[config.mk]
export PLATFORM = sky130hd
export DESIGN_NAME = rsp_pipe_ctrl
export DESIGN_NICKNAME = d
export VERILOG_FILES = /design/src/common/rsp_pkg.sv /design/src/verilog/rsp_div_timer.sv /design/src/verilog/rsp_pipe_ctrl.sv
export SDC_FILE = /design/constraint.sdc
export NUM_CORES = 1
export LEC_CHECK = 0
export BUFFER_PORTS_ARGS = -buffer_cell sky130_fd_sc_hd__buf_2
export CORE_MARGIN = 5
export CORE_UTILIZATION = 40
export CTS_CLUSTER_DIAMETER = 60
export CTS_CLUSTER_SIZE = 20
export DETAILED_ROUTE_END_ITERATION = 8
export PLACE_DENSITY = 0.69
export SYNTH_ARGS = -nofsm -noshare
export SYNTH_HDL_FRONTEND = slang
export SYNTH_HIERARCHICAL = 1
export SYNTH_SLANG_ARGS = --single-unit
[constraint.sdc]
create_clock -name CLK -period 4.8 [get_ports CLK]
set_clock_uncertainty 0.2 [all_clocks]
set_input_delay 0.24 -clock CLK [delete_from_list [all_inputs] [get_ports CLK]]
set_output_delay 0.24 -clock CLK [all_outputs]
set_load 0.03 [all_outputs]
[src/common/rsp_pkg.sv]
/*
  package for the pipeline and scoreboard control block: widths, stage
  timing, operand classes and the carrier structs between decode and control.
  assumes one processor clock; nothing here is clocked.
*/
package rsp_pkg;

  localparam int INSTR_W = 16;
  localparam int DATA_W = 32;
  localparam int NUM_REGS = 64;
  localparam int BANK_REGS = 32;
  localparam int REG_IDX_W = 6;
  localparam int BANK_IDX_W = 5;
  localparam int DIV_TICKS = 18;
  localparam int DIV_CNT_W = 5;
  localparam logic [4:0] DIV_CNT_INIT = 5'(DIV_TICKS);
  localparam int NUM_WB_SRC = 4;
  localparam int WB_ALU = 0;
  localparam int WB_DIV = 1;
  localparam int WB_ILD = 2;
  localparam int WB_XLD = 3;
  localparam int CLK_PERIOD_NS = 50;

  // addressing modes of loads and stores
  typedef enum logic [1:0] {
    RSP_AM_IND,
    RSP_AM_IND_REG,
    RSP_AM_IND_IMM,
    RSP_AM_NONE
  } rsp_amode_t;

  // jump kinds
  typedef enum logic [1:0] {
    RSP_JMP_NONE,
    RSP_JMP_REL,
    RSP_JMP_ABS
  } rsp_jkind_t;

  // condition: mask and required value for zero, carry, negative
  typedef struct packed {
    logic [2:0] mask;
    logic [2:0] want;
  } rsp_cond_t;

  localparam int FLG_Z = 0;
  localparam int FLG_C = 1;
  localparam int FLG_N = 2;

  // decoded instruction presented by the decoder at stage 1
  typedef struct packed {
    logic valid;
    logic [REG_IDX_W-1:0] src_a;
    logic rd_a;
    logic [REG_IDX_W-1:0] src_b;
    logic rd_b;
    logic [REG_IDX_W-1:0] dst;
    logic wr_dst;
    logic dst_wonly;
    logic uses_flags;
    logic sets_flags;
    logic is_div;
    logic is_ild;
    logic is_xld;
    logic idx_store;
    rsp_amode_t amode;
    rsp_jkind_t jkind;
    rsp_cond_t cond;
  } rsp_dec_t;

  // write-back request of one source
  typedef struct packed {
    logic valid;
    logic [REG_IDX_W-1:0] idx;
  } rsp_wb_t;

endpackage : rsp_pkg

[src/verilog/rsp_div_timer.sv]
/*
  divide latency timer: counts the fixed ticks from divide start to result
  and remembers the destination register. assumes CLK and a synchronous
  active-high reset; a new start while busy is held off by the caller.
*/
`timescale 1ns/1ps
`default_nettype none

module rsp_div_timer #(
  parameter int TICKS = rsp_pkg::DIV_TICKS
) (
  input wire logic clk,
  input wire logic rst,
  input wire logic start,
  input wire logic [rsp_pkg::REG_IDX_W-1:0] dst,
  output logic busy,
  output logic done,
  output logic [rsp_pkg::REG_IDX_W-1:0] dst_ff
);

  logic [rsp_pkg::DIV_CNT_W-1:0] cnt_ff;

  // ----------------------------------------------------------------
  // countdown
  // ----------------------------------------------------------------
  always_ff @(posedge clk) begin
    if (rst) begin
      cnt_ff <= '0;
    end else if (start && !busy) begin
      cnt_ff <= rsp_pkg::DIV_CNT_W'(TICKS);
    end else if (busy) begin
      cnt_ff <= cnt_ff - 5'h1;
    end
  end

  always_ff @(posedge clk) begin
    if (rst) begin
      dst_ff <= '0;
    end else if (start && !busy) begin
      dst_ff <= dst;
    end
  end

  assign busy = (cnt_ff != '0);
  assign done = (cnt_ff == 5'h1); // result ready after TICKS ticks

endmodule : rsp_div_timer
`default_nettype wire

[src/verilog/rsp_pipe_ctrl.sv]
/*
  pipeline and scoreboard control for a small 32-bit risc core: four-stage
  advance, register and flag scoreboard, write-back arbitration on a
  dual-port register file, delayed jumps and divide latency.
  assumes a decoder that presents one decoded 16-bit instruction at stage 1,
  and load units that report completion of internal and external loads.
*/
`timescale 1ns/1ps
`default_nettype none

// Notes on behaviour
// - instructions are 16 bits; data paths 32 bits except multiply
// - sixty-four 32-bit registers, one bank of thirty-two visible
// - decode, read, compute, write-back; one tick per stage
// - scoreboard tags pending registers and stalls their readers
// - wait states when reading a result still in the alu
// - conditional jumps and carry arithmetic wait for pending flags
// - stall readers of registers loading from local memory
// - stall readers of an unfinished divide destination
// - divide runs in parallel and takes 18 ticks
// - stall readers of registers awaiting external memory
// - indexed store data register is never checked
// - write-back hidden if stage-1 reads it or has a free port
// - two simultaneous write-backs hold execution one tick
// - write-only destinations are not protected by the scoreboard
// - write-only destination may overtake an earlier write
// - jumps delayed until the following instruction executes
// - jump conditions combine zero, carry and negative flags
// - loads and stores: indirect, plus register, plus immediate
module rsp_pipe_ctrl #(
  parameter int DIV_TICKS = rsp_pkg::DIV_TICKS
) (
  input wire logic CLK,
  input wire logic RST,
  input wire logic [rsp_pkg::INSTR_W-1:0] INSTR,
  input wire rsp_pkg::rsp_dec_t DEC,
  input wire logic BANK_SEL,
  input wire logic [2:0] ALU_FLAGS,
  input wire logic ILD_DONE,
  input wire logic [rsp_pkg::REG_IDX_W-1:0] ILD_IDX,
  input wire logic XLD_DONE,
  input wire logic [rsp_pkg::REG_IDX_W-1:0] XLD_IDX,
  input wire logic [rsp_pkg::DATA_W-1:0] JUMP_TARGET,
  output logic STALL,
  output logic ADVANCE,
  output logic [rsp_pkg::INSTR_W-1:0] INSTR_S2,
  output logic [rsp_pkg::NUM_WB_SRC-1:0] WB_GRANT,
  output logic [rsp_pkg::REG_IDX_W-1:0] WB_IDX,
  output logic [2:0] FLAGS,
  output logic JUMP_TAKE,
  output logic [rsp_pkg::DATA_W-1:0] JUMP_PC,
  output logic [1:0] AMODE,
  output logic [rsp_pkg::NUM_REGS-1:0] PEND_REGS
);

  // ----------------------------------------------------------------
  // pipeline registers
  // ----------------------------------------------------------------
  rsp_pkg::rsp_dec_t s2_ff;
  rsp_pkg::rsp_dec_t s3_ff;
  logic [rsp_pkg::NUM_REGS-1:0] tag_ff;
  logic flag_pend_ff;
  logic jump_armed_ff;
  logic [rsp_pkg::DATA_W-1:0] jump_tgt_ff;
  logic [rsp_pkg::NUM_WB_SRC-1:0] wb_req;
  logic [rsp_pkg::REG_IDX_W-1:0] wb_idx [rsp_pkg::NUM_WB_SRC];
  logic [rsp_pkg::NUM_WB_SRC-1:0] nxt_grant;
  logic [rsp_pkg::REG_IDX_W-1:0] nxt_wb_idx;
  logic [rsp_pkg::NUM_REGS-1:0] clr_mask;
  logic [rsp_pkg::NUM_REGS-1:0] set_mask;
  logic [rsp_pkg::REG_IDX_W-1:0] a_idx;
  logic [rsp_pkg::REG_IDX_W-1:0] b_idx;
  logic [rsp_pkg::REG_IDX_W-1:0] d_idx;
  logic haz_a;
  logic haz_b;
  logic haz_flag;
  logic haz_div;
  logic haz_port;
  logic haz_multi;
  logic hold;
  logic go;
  logic cond_ok;
  logic div_busy;
  logic div_done;
  logic [rsp_pkg::REG_IDX_W-1:0] div_dst;
  logic div_wait_ff;

  // bank select forms the physical register index of the visible half
  function automatic logic [rsp_pkg::REG_IDX_W-1:0] phys(
    input logic [rsp_pkg::REG_IDX_W-1:0] idx,
    input logic bank
  );
    phys = {bank, idx[rsp_pkg::BANK_IDX_W-1:0]};
  endfunction : phys

  assign a_idx = phys(DEC.src_a, BANK_SEL);
  assign b_idx = phys(DEC.src_b, BANK_SEL);
  assign d_idx = phys(DEC.dst, BANK_SEL);

  // ----------------------------------------------------------------
  // divide latency
  // ----------------------------------------------------------------
  rsp_div_timer #(
    .TICKS(DIV_TICKS)
  ) u_div (
    .clk(CLK),
    .rst(RST),
    .start(go && DEC.valid && DEC.is_div),
    .dst(d_idx),
    .busy(div_busy),
    .done(div_done),
    .dst_ff(div_dst)
  );

  // done is a single pulse; a divide result that loses arbitration would be
  // lost and its tag never cleared, so keep asking until granted
  always_ff @(posedge CLK) begin
    if (RST) begin
      div_wait_ff <= 1'b0;
    end else if (nxt_grant[rsp_pkg::WB_DIV]) begin
      div_wait_ff <= 1'b0;
    end else if (div_done) begin
      div_wait_ff <= 1'b1;
    end
  end

  // ----------------------------------------------------------------
  // write-back sources
  // ----------------------------------------------------------------
  always_comb begin
    wb_req = '0;
    wb_req[rsp_pkg::WB_ALU] = s3_ff.valid && s3_ff.wr_dst && !s3_ff.is_div &&
                              !s3_ff.is_ild && !s3_ff.is_xld;
    wb_req[rsp_pkg::WB_DIV] = div_done || div_wait_ff;
    wb_req[rsp_pkg::WB_ILD] = ILD_DONE;
    wb_req[rsp_pkg::WB_XLD] = XLD_DONE;
    wb_idx[rsp_pkg::WB_ALU] = s3_ff.dst;
    wb_idx[rsp_pkg::WB_DIV] = div_dst;
    wb_idx[rsp_pkg::WB_ILD] = ILD_IDX;
    wb_idx[rsp_pkg::WB_XLD] = XLD_IDX;
  end

  // fixed priority; the loser retries next tick with execution held
  always_comb begin
    nxt_grant = '0;
    nxt_wb_idx = '0;
    for (int i = rsp_pkg::NUM_WB_SRC - 1; i >= 0; i--) begin
      if (wb_req[i]) begin
        nxt_grant = '0;
        nxt_grant[i] = 1'b1;
        nxt_wb_idx = wb_idx[i];
      end
    end
  end

  // more than one source at once costs a tick
  assign haz_multi = (wb_req & (wb_req - 4'h1)) != '0;

  // a write-back needs a port unless stage 1 reads that register or has a
  // free port; two other reads clash with the write
  assign haz_port = (wb_req != '0) && DEC.valid && DEC.rd_a && DEC.rd_b &&
                    !(a_idx == nxt_wb_idx || b_idx == nxt_wb_idx);

  // ----------------------------------------------------------------
  // hazard detection
  // ----------------------------------------------------------------
  // tag clears in the write-back cycle and a waiting reader goes in that same tick
  assign haz_a = DEC.rd_a && tag_ff[a_idx] &&
                 !(wb_req != '0 && nxt_wb_idx == a_idx);
  // indexed store data skips the check; software reads it first
  assign haz_b = DEC.rd_b && !DEC.idx_store && tag_ff[b_idx] &&
                 !(wb_req != '0 && nxt_wb_idx == b_idx);
  assign haz_flag = DEC.uses_flags && flag_pend_ff;
  // a second divide waits for the unit to become free
  assign haz_div = DEC.is_div && (div_busy || div_wait_ff);

  assign hold = DEC.valid &&
                (haz_a || haz_b || haz_flag || haz_div || haz_port ||
                 haz_multi);
  assign go = !hold;

  // ----------------------------------------------------------------
  // scoreboard tags
  // ----------------------------------------------------------------
  always_comb begin
    clr_mask = '0;
    set_mask = '0;
    if (wb_req != '0) begin
      clr_mask[nxt_wb_idx] = 1'b1;
    end
    // write-only destinations are not tagged; they can overtake a pending
    // write to the same register, which software must avoid
    if (go && DEC.valid && DEC.wr_dst && !DEC.dst_wonly) begin
      set_mask[d_idx] = 1'b1;
    end
    // loads are write-only but still tag so readers wait on memory
    if (go && DEC.valid && (DEC.is_ild || DEC.is_xld || DEC.is_div)) begin
      set_mask[d_idx] = 1'b1;
    end
  end

  // a new tag set wins over a clear in the same tick
  always_ff @(posedge CLK) begin
    if (RST) begin
      tag_ff <= '0;
    end else begin
      tag_ff <= (tag_ff & ~clr_mask) | set_mask;
    end
  end

  always_ff @(posedge CLK) begin
    if (RST) begin
      flag_pend_ff <= 1'b0;
    end else if (go && DEC.valid && DEC.sets_flags) begin
      flag_pend_ff <= 1'b1;
    end else if (s3_ff.valid && s3_ff.sets_flags) begin
      flag_pend_ff <= 1'b0;
    end
  end

  // ----------------------------------------------------------------
  // stage advance
  // ----------------------------------------------------------------
  always_ff @(posedge CLK) begin
    if (RST) begin
      s2_ff <= '0;
    end else if (go) begin
      s2_ff <= DEC;
      s2_ff.dst <= d_idx;
    end else begin
      s2_ff.valid <= 1'b0; // bubble while stage 1 waits
    end
  end

  always_ff @(posedge CLK) begin
    if (RST) begin
      s3_ff <= '0;
    end else begin
      s3_ff <= s2_ff;
    end
  end

  always_ff @(posedge CLK) begin
    if (RST) begin
      INSTR_S2 <= '0;
    end else if (go) begin
      INSTR_S2 <= INSTR;
    end
  end

  always_ff @(posedge CLK) begin
    if (RST) begin
      AMODE <= 2'(rsp_pkg::RSP_AM_NONE);
    end else if (go && DEC.valid) begin
      AMODE <= 2'(DEC.amode);
    end
  end

  always_ff @(posedge CLK) begin
    if (RST) begin
      STALL <= 1'b0;
      ADVANCE <= 1'b0;
    end else begin
      STALL <= hold;
      ADVANCE <= go && DEC.valid;
    end
  end

  always_ff @(posedge CLK) begin
    if (RST) begin
      WB_GRANT <= '0;
      WB_IDX <= '0;
      PEND_REGS <= '0;
    end else begin
      WB_GRANT <= nxt_grant;
      WB_IDX <= nxt_wb_idx;
      PEND_REGS <= (tag_ff & ~clr_mask) | set_mask;
    end
  end

  always_ff @(posedge CLK) begin
    if (RST) begin
      FLAGS <= '0;
    end else if (s3_ff.valid && s3_ff.sets_flags) begin
      FLAGS <= ALU_FLAGS;
    end
  end

  // ----------------------------------------------------------------
  // delayed jumps
  // ----------------------------------------------------------------
  // condition over zero, carry and negative with a mask
  assign cond_ok = ((FLAGS ^ DEC.cond.want) & DEC.cond.mask) == 3'h0;

  // jumps in internal ram only; fetch source is not checked
  always_ff @(posedge CLK) begin
    if (RST) begin
      jump_armed_ff <= 1'b0;
      jump_tgt_ff <= '0;
    end else if (go && DEC.valid) begin
      jump_armed_ff <= (DEC.jkind != rsp_pkg::RSP_JMP_NONE) && cond_ok;
      jump_tgt_ff <= JUMP_TARGET;
    end
  end

  // transfer fires when the slot instruction advances
  always_ff @(posedge CLK) begin
    if (RST) begin
      JUMP_TAKE <= 1'b0;
      JUMP_PC <= '0;
    end else begin
      JUMP_TAKE <= jump_armed_ff && go && DEC.valid;
      JUMP_PC <= jump_tgt_ff;
    end
  end

endmodule : rsp_pipe_ctrl
`default_nettype wire

-- Yosys cells after proc, flatten, opt, wreduce, memory -nomap -nowiden
Cells that the tools add are included.
- register bits after elaboration: 200
- input port bits: 107
- output and inout bits: 130
- word-level logic and storage cells: 139
- $add $sub $neg: 2
- magnitude comparators: 6
- eq/ne operators: 5
- muxes and demuxes: 23
- bitwise logic cells: 7
- reductions and logical operators: 63
- operator list (operator ; count):
    2-to-1 mux 64 bit ; 3
    bitwise OR 64 bit ; 2
    bitwise AND 64 bit ; 1
    inverter 64 bit ; 1
    logical AND 1 bit ; 31
    less-than comparator 6 x 7 -> 1 bit, second input constant ; 4
    equality test 6 bit ; 4
    2-to-1 mux 6 bit ; 4
    binary-select mux 1 bit (select 6 bit) ; 2
    demux 1 bit (select 6 bit) ; 2
    >= comparator 6 x 1 -> 1 bit, second input constant ; 2
    logical NOT 1 bit ; 10
    logical OR 1 bit ; 10
    2-to-1 mux 5 bit ; 2
    nonzero test 4 bit ; 2
    2-to-1 mux 1 bit ; 6
    nonzero test 2 bit ; 3
    OR reduction 2 bit ; 3
    equality test 5 x 1 -> 1 bit, second input constant ; 1
    nonzero test 5 bit ; 1
    subtractor 5 x 1 -> 5 bit, second input constant ; 1
    bitwise AND 4 bit ; 1
    2-to-1 mux 2 bit ; 2
    2-to-1 mux 4 bit ; 1
    7 further kinds ; 7

-- Logic depth before layout (Yosys ltp)
Gate-level depths: netlist of run 1.
- depth in word-level cells: 23
- mapped depth: 18
- mapped depth without buffers: 15

-- By module
Netlist of run 1, hierarchy kept.
- modules (own cells, without submodules) (module ; instances ; cells each ; area an instance (sq um) ; seq. area each (sq um)):
    rsp_pipe_ctrl ; 1 ; 888 ; 8871.0 ; 3783.6
    rsp_div_timer ; 1 ; 54 ; 488.0 ; 220.2

-- Worst setup path after synthesis of run 1
OpenSTA, ideal clock, no wires.
- path type: reg2reg
- from: reg u_div/cnt_ff[1] (netlist name)
- to: reg u_div/dst_ff[0] (netlist name)
- library setup time: 134 ps
- arrival: 3423 ps
- required time: 4466 ps
- path slack: 1043 ps
- stages on the path, launching flop included: 18
- path buffers: 3
- clock period less this slack: 3757 ps
- cells stage by stage: dfxtp_1 inv_1 ha_1 nor4b_1 clkbuf_1 nor2_2 a2bb2oi_1 mux2i_4 xnor2_1 or4_1 a22oi_2 nand2_1 buf_2 nor2_1 clkbuf_1 inv_1 o21ai_1 a21oi_1
- longest elaborated chain between the ends: 18
- elaborated cells on any way between the ends: 38
- classes of those cells: add/sub (1); eq/ne (5); mux (2); bitwise (1); reduce/logical (29)
- RTL lines (element ; line ; source):
    from (decl) ; rsp_div_timer.sv:21 ; logic [rsp_pkg::DIV_CNT_W-1:0] cnt_ff;
    from (signal assigned) ; rsp_div_timer.sv:30 ; cnt_ff <= rsp_pkg::DIV_CNT_W'(TICKS);
    from (signal assigned) ; rsp_div_timer.sv:32 ; cnt_ff <= cnt_ff - 5'h1;
    equality test 5 x 1 -> 1 bit * ; rsp_div_timer.sv:45 ; assign done = (cnt_ff == 5'h1);
    via div_done ; rsp_pipe_ctrl.sv:84 ; logic div_done;
    logical OR 1 bit * ; rsp_pipe_ctrl.sv:134 ; wb_req[rsp_pkg::WB_DIV] = div_done || div_wait_ff;
    2-to-1 mux 6 bit (2 in series) ; rsp_pipe_ctrl.sv:148 ; if (wb_req[i]) begin
    equality test 6 bit, on equally long branches ; rsp_pipe_ctrl.sv:162, rsp_pipe_ctrl.sv:169, rsp_pipe_ctrl.sv:172 ;
    logical AND 1 bit, on equally long branches ; rsp_pipe_ctrl.sv:169, rsp_pipe_ctrl.sv:172 ;
    logical NOT 1 bit, on equally long branches ; rsp_pipe_ctrl.sv:169, rsp_pipe_ctrl.sv:172 ;
    logical AND 1 bit, on equally long branches ; rsp_pipe_ctrl.sv:168, rsp_pipe_ctrl.sv:171 ;
    logical OR 1 bit (4 in series) ; rsp_pipe_ctrl.sv:178 ; (haz_a || haz_b || haz_flag || haz_div || haz_port ||
    logical OR 1 bit * ; rsp_pipe_ctrl.sv:178 ;
    logical AND 1 bit * ; rsp_pipe_ctrl.sv:177 ; assign hold = DEC.valid &&
    logical NOT 1 bit * ; rsp_pipe_ctrl.sv:180 ; assign go = !hold;
    logical AND 1 bit * (2 in series) ; rsp_pipe_ctrl.sv:108 ; .start(go && DEC.valid && DEC.is_div),
    logical AND 1 bit * ; rsp_div_timer.sv:39 ; end else if (start && !busy) begin
    to (signal assigned) ; rsp_div_timer.sv:40 ; dst_ff <= dst;
    to (decl) ; rsp_div_timer.sv:18 ; output logic [rsp_pkg::REG_IDX_W-1:0] dst_ff
The timed path passes the listed nets; every way through them passes the cells marked *.
A chain may end at the register's enable or synchronous reset.

-- Worst setup path after layout of run 1
- from: reg u_div/cnt_ff[1] (netlist name)
- to: reg s2_ff[11] (netlist name)
- longest elaborated chain between the ends: 14
- elaborated cells on any way between the ends: 33
- classes of those cells: add/sub (1); eq/ne (5); mux (2); bitwise (1); reduce/logical (24)
- RTL lines (element ; line ; source):
    equality test 5 x 1 -> 1 bit * ; rsp_div_timer.sv:45 ;
    via div_done ; rsp_pipe_ctrl.sv:84 ;
    logical OR 1 bit * ; rsp_pipe_ctrl.sv:134 ;
    2-to-1 mux 6 bit (2 in series) ; rsp_pipe_ctrl.sv:148 ;
    equality test 6 bit, on equally long branches ; rsp_pipe_ctrl.sv:162, rsp_pipe_ctrl.sv:169, rsp_pipe_ctrl.sv:172 ;
    logical AND 1 bit, on equally long branches ; rsp_pipe_ctrl.sv:169, rsp_pipe_ctrl.sv:172 ;
    logical NOT 1 bit, on equally long branches ; rsp_pipe_ctrl.sv:169, rsp_pipe_ctrl.sv:172 ;
    logical AND 1 bit, on equally long branches ; rsp_pipe_ctrl.sv:168, rsp_pipe_ctrl.sv:171 ;
    logical OR 1 bit (4 in series) ; rsp_pipe_ctrl.sv:178 ;
    logical OR 1 bit * ; rsp_pipe_ctrl.sv:178 ;
    logical AND 1 bit * ; rsp_pipe_ctrl.sv:177 ;
    to (decl) ; rsp_pipe_ctrl.sv:59 ; rsp_pkg::rsp_dec_t s2_ff;
Marked as above.

==> results.yml, run 1 <==
outcome:
  status: "completed"
power:
  power_density_nw_per_um2: 386
  vdd_drop_max_v: 0.000203
  power_leakage_nw: 5.02
placed_design:
  dp_hpwl_mm: 20.1
  dp_slack_ns: 0.799
  place.gp.congestion: 0.931
  port_buffers: 233
clock_network:
  cts_setup_buffers: 0
  clock_latency_ns: 0.44
  clockBufferDepth: 2
  root_buffer: "clkbuf_16"
  cts_buffers: 17
  cts.clk_slew.worst_paths_ns: 0.08
  cts.sink_count: 200
  htreeDepth: 4
  cts_tree: "built"
finish:
  drive_above_1_share: 0.265
  syn_to_final_growth_pct: 28.4
  nets: 1317
  num-fill-cells: 2146
synth:
  ys_types: 61
  synth_top_cells_by_count: "dfxtp_1 (200), nand2_1 (95), nor2b_1 (91), nand3b_1 (67), o31ai_1 (66)"
  yosys.area.top_type_share: 0.428
  synth_edf_count: 0
  syn_area_per_cell_um2: 9.94
  syn-instance-count: 942
  synth_nets: 1051
  synth_top_area_cell: "dfxtp_1"
  synthArstFlopShare: 0
  yosys_most_used_dff: "dfxtp_1"
  ys_top_cells_by_area: "dfxtp_1 (43%), mux4_2 (7.5%), nor2b_1 (6.1%), nand3b_1 (5.4%), o31ai_1 (5.3%)"
  ys_seq_elements: 200
  netlist_area_um2: 9360
  synth_most_common_cell: "dfxtp_1"
  yosysWarnings: 6
  yosysSeqAreaShare: 0.428
routing:
  wire_per_inst_um: 19.5
  wl_mm: 30.0
  drt_iter0_markers: 855
  vias: 8348
  routed_via_density: 5.42
  antenna_left: 0
  firstDrtPassIters: 6
  route.detailed.drc: 0
hold_path:
  hold_class: "input port to register"
  whs_path_depth: 4
  hp-start: "DEC[13]"
  min_to: "s2_ff[13]"
worst_setup_path:
  r2r_end: "s2_ff[11]"
  end_kind: "register"
  cp.buffers_inverters: 2
  regToRegStartpoint: "u_div/cnt_ff[1]"
  crit_slowest_cell: "or4_1"
  cp-start-kind: "register"
  ff2ff_path_depth: 12
  crit_type: "register to register"
  max_stage_delay_ns: 0.55
  ff2ff_setup_slack_ns: 0.80
  cp_top_family: "simple AND/OR/NAND/NOR gates"
  cp_data_required_time_ns: 4.93
  cp.arrival_ns: 4.13
  path_cells: "inv_1, ha_1, nor4b_1, buf_4, nor2_2, a2bb2oi_1, mux2i_4, xnor2_1, or4_1, a22oi_2, nand2b_1, mux2_2"
  cp_max_fo: 11
sta:
  fmax_mhz: 250
  slew_viol_final: 0
  worst_slew_margin_rel: 0.184
  min_period_over_period: 0.834
  tns_ns: 0
  setup_viol: 0
  tightest_slew_ns: 1.22
  grt_setup_unrepaired: "false"
  fin_ws_ns: 0.799
  hold_viol: 0
  period_needed_ns: 4.00
grt:
  grt_max_degree: 161
  grt_pass1_wl_mm: 45.6
  grt-ovfl-total: 0
  antenna_found_initial: 1
  grtUsageTotal: 0.221
  grt_pass1_vias: 8067
floorplanning:
  die_area_um2: 26600
  initial_core_util: 0.402
  fp.dieW_um: 163
  num_rows: 56
  core_area_um2: 23300
  die_y_um: 163
  ios: 237
run:
  cap_violations: 0
-- through the flow --
step | cell area, um2 | power (W) | hold WS, ns | utilization | cells
6_report | 12000 | 0.00463 | 0.0655 | 0.516 | 1541
3_3_place_gp | 10700 | 0.00314 | 0.217 | 0.461 | 1439
2_1_floorplan | 9360 | 0.00279 | 0.117 | - | 942
3_5_place_dp | 10700 | 0.00315 | 0.222 | 0.461 | 1439
5_1_grt | 12000 | 0.00485 | 0.0579 | 0.516 | 1541
4_1_cts | 12000 | 0.00464 | 0.0416 | 0.516 | 1540
-- worst register-to-register path, cell delays in order, from the launching register on --
cell	delay [ns]
dfxtp_1	0.37
inv_1	0.08
ha_1	0.18
nor4b_1	0.14
buf_4	0.17
nor2_2	0.33
a2bb2oi_1	0.34
mux2i_4	0.16
xnor2_1	0.18
or4_1	0.55
a22oi_2	0.30
nand2b_1	0.51
mux2_2	0.39
-- final cells by class --
type                       instances  area, um2  area share
tap                              319        399      0.0332
inverter                          10       40.0     0.00333
antenna                            1       2.50    0.000208
clock inverter                    15        181      0.0151
sequential                       200       4000       0.333
clock buffer                      17        425      0.0354
timing repair buffer             311       1950       0.162
multi-input combinational        668       5010       0.417
-- worst max-delay path by stage --
| stage | from | endpoint | slack, ns | depth (start not counted) |
|---|---|---|---|---|
| floorplan | u_div/cnt_ff[1] | u_div/dst_ff[0] | 1.04 | 17 |
| global placement | u_div/cnt_ff[1] | s2_ff[11] | 0.85 | 12 |
| detailed placement | u_div/cnt_ff[1] | s2_ff[11] | 0.80 | 12 |
| CTS | u_div/cnt_ff[1] | s2_ff[11] | 0.77 | 12 |
| global route | u_div/cnt_ff[1] | u_div/dst_ff[3] | 0.52 | 16 |
| finish | u_div/cnt_ff[1] | s2_ff[11] | 0.80 | 12 |
-- cells in the final DEF, fill, tap and decap left out, drive strengths merged, types with 3 or more instances in the layout --
master,count
o21a,3
a211o,6
nand3b,67
o31ai,66
and3b,4
a21oi,15
nor3,17
inv,18
nand3,20
nor2b,91
buf,242
nand2b,46
nand2,96
dlygate4sd3,69
dfxtp,200
o21ai,14
nor2,45
mux2,43
xnor2,13
clkinv,7
xor2,10
a211oi,4
clkbuf,17
nor4b,5
nor3b,3
mux4,31
o22ai,5
mux2i,32
nor4,4
a2111oi,3
-- metal layers --
metal | vias to the layer above | share of wire | GRT usage
met3 | 77 | 0.10 | 0.0731
met2 | 407 | 0.47 | 0.352
met1 | 3985 | 0.39 | 0.277
met5 | - | 0 | 0
li1 | 3879 | - | -
met4 | 0 | 0.037 | 0.0892
-- where the power goes --
part | internal (W) | leakage (nW) | total, W | switching, W
Combinational | 0.000459 | 3.10 | 0.00131 | 0.000854
Clock | 0.000709 | 0.294 | 0.00146 | 0.000747
Sequential | 0.00181 | 1.63 | 0.00187 | 0.0000608
-- what timing repair did --
| item | CTS | global route |
|---|---|---|
| hold buffers | 69 | 0 |
| gates resized for setup | 0 | 0 |
| hold endpoints to repair | 71 | 0 |
-- kinds of logic after synthesis --
kind of cell	count (synthesis)	synth area share
compound gates	127	0.0991
flops	200	0.428
mux	106	0.163
simple gates	410	0.248
xor+xnor	23	0.0215
buf+inv	74	0.0380
fa+ha+maj	2	0.00267
-- state kept, by name (all words and copies together), names as in the netlist, 2 cells and up --
register and count:
s2_ff 12, s3_ff 12, INSTR_S2 16, WB_IDX 6, WB_GRANT 4, u_div/dst_ff 6, FLAGS 3, jump_tgt_ff 32
PEND_REGS 64, AMODE 2, JUMP_PC 32, u_div/cnt_ff 5
(Power assumes the default switching activity.)
==> run 2, diff against run 1 <==
--- a/config.mk
+++ b/config.mk
@@ -5,6 +5,7 @@
 export SDC_FILE = /design/constraint.sdc
 export NUM_CORES = 1
 export LEC_CHECK = 0
+export ABC_AREA = 1
 export BUFFER_PORTS_ARGS = -buffer_cell sky130_fd_sc_hd__buf_2
 export CORE_MARGIN = 5
 export CORE_UTILIZATION = 40
==> constraint.sdc (replaced) <==
create_clock -name CLK -period 4.1 [get_ports CLK]
set_clock_uncertainty 0.2 [all_clocks]
set_input_delay 0.205 -clock CLK [delete_from_list [all_inputs] [get_ports CLK]]
set_output_delay 0.205 -clock CLK [all_outputs]
set_load 0.03 [all_outputs]
==> results.yml, run 2 <==
synth:
  syn-instance-count: 1351
  netlist_area_um2: 9240
  synth_top_cells_by_count: "nand2_1 (374), dfxtp_1 (200), nand3_1 (154), nor2_1 (148), a21oi_1 (103)"
  synth_top_family_by_area: "simple AND/OR/NAND/NOR gates"
  synth_nets: 1460
  synth_simple_gate_area_frac: 0.376
  synth_compound_area_frac: 0.0975
  synthMuxAreaShare: 0
  synth_most_common_cell: "nand2_1"
  synth_xor_area_frac: 0.00284
  yosys_most_used_dff: "dfxtp_1"
  synth_top_area_cell: "dfxtp_1"
  yosysWarnings: 6
  yosysSeqAreaShare: 0.433
  yosys.area.top_type_share: 0.433
  synthArstFlopShare: 0
  synthAdderAreaFrac: 0.00271
  ys_seq_elements: 200
  syn_area_per_cell_um2: 6.84
  ys_top_cells_by_area: "dfxtp_1 (43%), nand2_1 (15%), nand3_1 (8.3%), nor2_1 (6.0%), a21oi_1 (5.6%)"
  synth_edf_count: 0
  ys_types: 34
sta:
  setup_viol: 0
  hold_viol: 0
  tns_ns: 0
  worst_slew_margin_rel: 0.480
  fin_hold_ws_ns: 0.0969
  slew_viol_final: 0
  period_needed_ns: 3.71
  min_period_over_period: 0.905
  tightest_slew_ns: 0.781
  fmax_mhz: 270
  grt_setup_unrepaired: "false"
worst_setup_path:
  cp_max_fo: 22
  cp-start-kind: "register"
  crit_slowest_cell: "nand3_2"
  cp.buffers_inverters: 4
  path_common_cell: "nand2_1"
  path_cells: "inv_1, ha_1, nand2_1, nor2_1, nor2_1, buf_4, or2_2, nand2_1, nand2_1, nand2_2, inv_2, nand2_1, nand2_1, nor2_1, nand3_1, nand2_1, nand2_2, nor2_8, nand3_2, buf_4, a21oi_1"
  cp_data_required_time_ns: 4.28
  cp_top_family: "simple AND/OR/NAND/NOR gates"
  cp.arrival_ns: 3.89
  end_kind: "register"
  max_stage_delay_ns: 0.46
  crit_type: "register to register"
finish:
  nets: 1728
  layout_common_cells: "nand2_1 (374), buf_2 (233), dfxtp_1 (200), nand3_1 (154), nor2_1 (148)"
  largest_reg_flops: 64
  top_register: "PEND_REGS"
  largestRegisters: "PEND_REGS: 64 flops, JUMP_PC: 32 flops, jump_tgt_ff: 32 flops"
  drive_above_1_share: 0.195
  syn_to_final_growth_pct: 28.6
  final_common_cell: "nand2_1"
  final_area_um2: 11900
  num-fill-cells: 2197
power:
  power_density_nw_per_um2: 490
  vdd_drop_max_v: 0.000309
  power_leakage_nw: 5.70
  total_power_w: 0.00582
routing:
  wl_mm: 32.1
  wire_per_inst_um: 16.7
  antenna_left: 0
  vias: 10256
  firstDrtPassIters: 7
  routed_via_density: 5.34
  drt_iter0_markers: 1178
  route.detailed.drc: 0
grt:
  antenna_found_initial: 5
  grt_pass1_wl_mm: 49.7
  grt_pass1_vias: 9284
  grt-ovfl-total: 0
  grt_max_degree: 68
  grtUsageTotal: 0.236
clock_network:
  clock_latency_ns: 0.44
  cts_resized: 0
  htreeDepth: 4
  clockBufferDepth: 2
  cts.clk_slew.worst_paths_ns: 0.09
  cts.sink_count: 200
  root_buffer: "clkbuf_16"
  cts_tree: "built"
  cts_buffers: 17
floorplanning:
  num_rows: 55
  die_y_um: 162
  ios: 237
  fp.dieW_um: 162
  die_area_um2: 26200
  initial_core_util: 0.407
  core_area_um2: 22700
placed_design:
  dp_hpwl_mm: 21.5
  place.gp.congestion: 0.937
  port_buffers: 233
  dpl_cell_area_um2: 10500
outcome:
  status: "completed"
run:
  cap_violations: 0
hold_path:
  hold_class: "input port to register"
[run 2: worst register-to-register path, cell delays in order (launching register included)]
cell and delay, ns:
dfxtp_1 0.32, inv_1 0.09, ha_1 0.15, nand2_1 0.05
nor2_1 0.10, nor2_1 0.04, buf_4 0.17, or2_2 0.28
nand2_1 0.07, nand2_1 0.08, nand2_2 0.20, inv_2 0.10
nand2_1 0.06, nand2_1 0.05, nor2_1 0.14, nand3_1 0.10
nand2_1 0.09, nand2_2 0.08, nor2_8 0.29, nand3_2 0.47
buf_4 0.37, a21oi_1 0.13
[run 2: cells by family (layout without fill, tap and decap cells)]
group / Yosys count / after routing
flops: 200 / 200
other cells: 0 / 2
compound gates: 178 / 178
buf+inv: 184 / 465
xor+xnor: 3 / 3
fa+ha+maj: 2 / 2
simple gates: 784 / 784
[run 2: final timing paths]
path | end | depth (start not counted) | startpoint | slack, ns
worst min register to register | s3_ff[18] | 2 | s2_ff[18] | 0.22
worst max-delay path | jump_tgt_ff[8] | 21 | u_div/cnt_ff[1] | 0.39
worst max register to register | jump_tgt_ff[8] | 21 | u_div/cnt_ff[1] | 0.39
worst min-delay path | PEND_REGS[47] | 6 | DEC[15] | 0.1
[run 2: repair_timing]
item | 4_1_cts | 5_1_grt
endpoints found under the hold margin | 69 | 0
hold buffers | 68 | 0
buffers inserted | 0 | 0
[run 2: per-layer routing]
| metal | share of wire | global-route usage | up-vias | wire length, um |
|---|---|---|---|---|
| met1 | 0.40 | 0.305 | 4642 | 13000 |
| li1 | - | - | 4946 | - |
| met3 | 0.11 | 0.0693 | 96 | 3570 |
| met4 | 0.042 | 0.105 | 6 | 1340 |
| met5 | 0.0011 | 0 | - | 34 |
| met2 | 0.44 | 0.365 | 566 | 14200 |
[run 2: cell type report]
type	instances	area, um2	area share
Antenna cell	2	5.00	0.000421
Clock buffer	17	425	0.0358
Clock inverter	15	234	0.0197
Inverter	112	420	0.0354
Multi-Input combinational cell	967	4440	0.374
Sequential cell	200	4000	0.337
Tap cell	285	357	0.0300
Timing Repair Buffer	321	2000	0.168
[run 2: power breakdown]
part           switching, W  internal (W)
clock              0.000952      0.000876
combinational       0.00128      0.000475
sequential        0.0000806       0.00216
[run 2: metrics by stage]
step / setup slack (ns) / util / instances
after floorplan: 0.987 / - / 1351
after global placement: 0.498 / 0.464 / 1817
after detailed placement: 0.465 / 0.464 / 1817
after CTS: 0.436 / 0.523 / 1917
after global routing: 0.0570 / 0.523 / 1919
final: 0.392 / 0.523 / 1919
==> run 3, diff against run 2 <==
--- a/config.mk
+++ b/config.mk
@@ -7,12 +7,14 @@
 export LEC_CHECK = 0
 export ABC_AREA = 1
 export BUFFER_PORTS_ARGS = -buffer_cell sky130_fd_sc_hd__buf_2
+export CELL_PAD_IN_SITES_DETAIL_PLACEMENT = 1
+export CELL_PAD_IN_SITES_GLOBAL_PLACEMENT = 1
 export CORE_MARGIN = 5
-export CORE_UTILIZATION = 40
+export CORE_UTILIZATION = 37
 export CTS_CLUSTER_DIAMETER = 60
 export CTS_CLUSTER_SIZE = 20
 export DETAILED_ROUTE_END_ITERATION = 8
-export PLACE_DENSITY = 0.69
+export PLACE_DENSITY = 0.86
 export SYNTH_ARGS = -nofsm -noshare
 export SYNTH_HDL_FRONTEND = slang
 export SYNTH_HIERARCHICAL = 1
==> results.yml, run 3 (synthesized netlist as in run 2, its figures left out) <==
grt:
  grt_use_met1: 0.330
  grt-ovfl-total: 0
  grt_use_met3: 0.0628
  antenna_found_initial: 5
  grtUsageTotal: 0.285
  grt-busiest-layer: "met2"
  grt_max_degree: 68
  groute.layer.met2.usage: 0.491
  grt_pass1_wl_mm: 63.6
  grt_pass1_vias: 11221
floorplanning:
  ios: 237
  initial_core_util: 0.378
  die_y_um: 168
  die_area_um2: 28200
  num_rows: 57
  core_area_um2: 24500
  fp.dieW_um: 168
clock_network:
  cts.clk_slew.worst_paths_ns: 0.08
  clock_latency_ns: 0.45
  clockBufferDepth: 2
  cts_buffers: 17
  root_buffer: "clkbuf_16"
  cts_setup_buffers: 0
  cts_tree: "built"
  cts.sink_count: 200
  htreeDepth: 4
worst_setup_path:
  crit_type: "register to register"
  cp_data_required_time_ns: 4.25
  end_kind: "register"
  cp.arrival_ns: 3.95
  r2r_end: "jump_tgt_ff[19]"
  cp_top_family: "simple AND/OR/NAND/NOR gates"
  cp_max_fo: 19
  crit_slowest_cell: "nand3_2"
  cp.depth: 20
  max_stage_delay_ns: 0.37
  path_common_cell: "nand2_1"
  cp.buffers_inverters: 2
  path_cells: "inv_1, ha_1, nand2_1, nor2_1, nor2_4, or2_2, nand2_1, nand2_1, nand2_2, nand2_1, nand2_1, nand2_1, nor2_1, nand3_1, nand2_1, nand2_2, nor2_8, nand3_2, buf_4, a21oi_1"
  cp-start-kind: "register"
  setup.worst_path.start: "u_div/cnt_ff[1]"
  regToRegStartpoint: "u_div/cnt_ff[1]"
  ff2ff_path_depth: 20
  ff2ff_setup_slack_ns: 0.30
finish:
  final_util: 0.483
  largest_reg_flops: 64
  nets: 1725
  syn_to_final_growth_pct: 28.0
  final_common_cell: "nand2_1"
  regArea_um2: 4000
  num-fill-cells: 3186
  drive_above_1_share: 0.193
  layout_common_cells: "nand2_1 (374), buf_2 (233), dfxtp_1 (200), nand3_1 (154), nor2_1 (147)"
  multi_input_area_um2: 4450
  largestRegisters: "PEND_REGS: 64 flops, JUMP_PC: 32 flops, jump_tgt_ff: 32 flops"
  top_register: "PEND_REGS"
sta:
  period_needed_ns: 3.80
  worst_slew_margin_rel: 0.457
  tightest_slew_ns: 0.815
  hold_viol: 0
  min_period_over_period: 0.927
  fin_hold_ws_ns: 0.0781
  slew_viol_final: 0
  setup_viol: 0
  fmax_mhz: 263
hold_path:
  hp-start: "RST"
  whs_path_depth: 2
  min_to: "s3_ff[22]"
  hold_class: "input port to register"
power:
  total_power_w: 0.00581
  power_leakage_nw: 5.65
  vdd_drop_max_v: 0.000317
  power_density_nw_per_um2: 491
routing:
  drt_iter0_markers: 974
  wl_mm: 41.8
  vias: 10794
  antenna_left: 0
  route.detailed.drc: 0
  firstDrtPassIters: 6
  wire_per_inst_um: 21.4
  routed_via_density: 5.52
placed_design:
  dp_hpwl_mm: 25.8
  place.gp.congestion: 0.882
  port_buffers: 233
run:
  cap_violations: 0
outcome:
  status: "completed"
run 3: power breakdown:
part	internal (W)	switching, W
sequential	0.00216	0.000106
combinational	0.000473	0.00141
clock	0.000813	0.000842
total	0.00345	0.00236
run 3: routing by layer:
| layer | wire, um | part of all wire |
|---|---|---|
| met4 | 2310 | 0.055 |
| met1 | 15700 | 0.38 |
| met5 | 0 | 0 |
| met3 | 3380 | 0.081 |
| met2 | 20400 | 0.49 |
run 3: how the worst max path moves through the flow:
stage | endpoint | slack [ns]
after floorplan | u_div/dst_ff[0] | 0.99
after global placement | PEND_REGS[49] | 0.34
after detailed placement | PEND_REGS[38] | 0.21
after CTS | PEND_REGS[38] | 0.13
after global routing | jump_tgt_ff[19] | -0.006
final | jump_tgt_ff[19] | 0.30
run 3: cell type report:
| cell class | count | area share |
|---|---|---|
| diodes | 5 | 0.00106 |
| clock buffers | 19 | 0.0375 |
| flip-flops and latches | 200 | 0.339 |
| clock inverters | 12 | 0.00942 |
| well taps | 324 | 0.0343 |
| repair buffers | 318 | 0.167 |
| multi-input cells | 967 | 0.376 |
| inverters | 112 | 0.0356 |
run 3: what timing repair did:
item                                   in CTS  in global routing
endpoints found under the hold margin      69                  0
hold buffers                               68                  0
gates resized for setup                     0                  3
setup endpoints to repair                   0                125
run 3: per-stage QoR:
step           std cells  worst slack, ns  setup TNS [ns]  cell area [um2]
2_1_floorplan       1351            0.987               0             9240
3_3_place_gp        1853            0.339               0            10600
3_5_place_dp        1853            0.208               0            10600
4_1_cts             1952            0.130               0            11800
5_1_grt             1957         -0.00635        -0.00635            11800
6_report            1957            0.298               0            11800
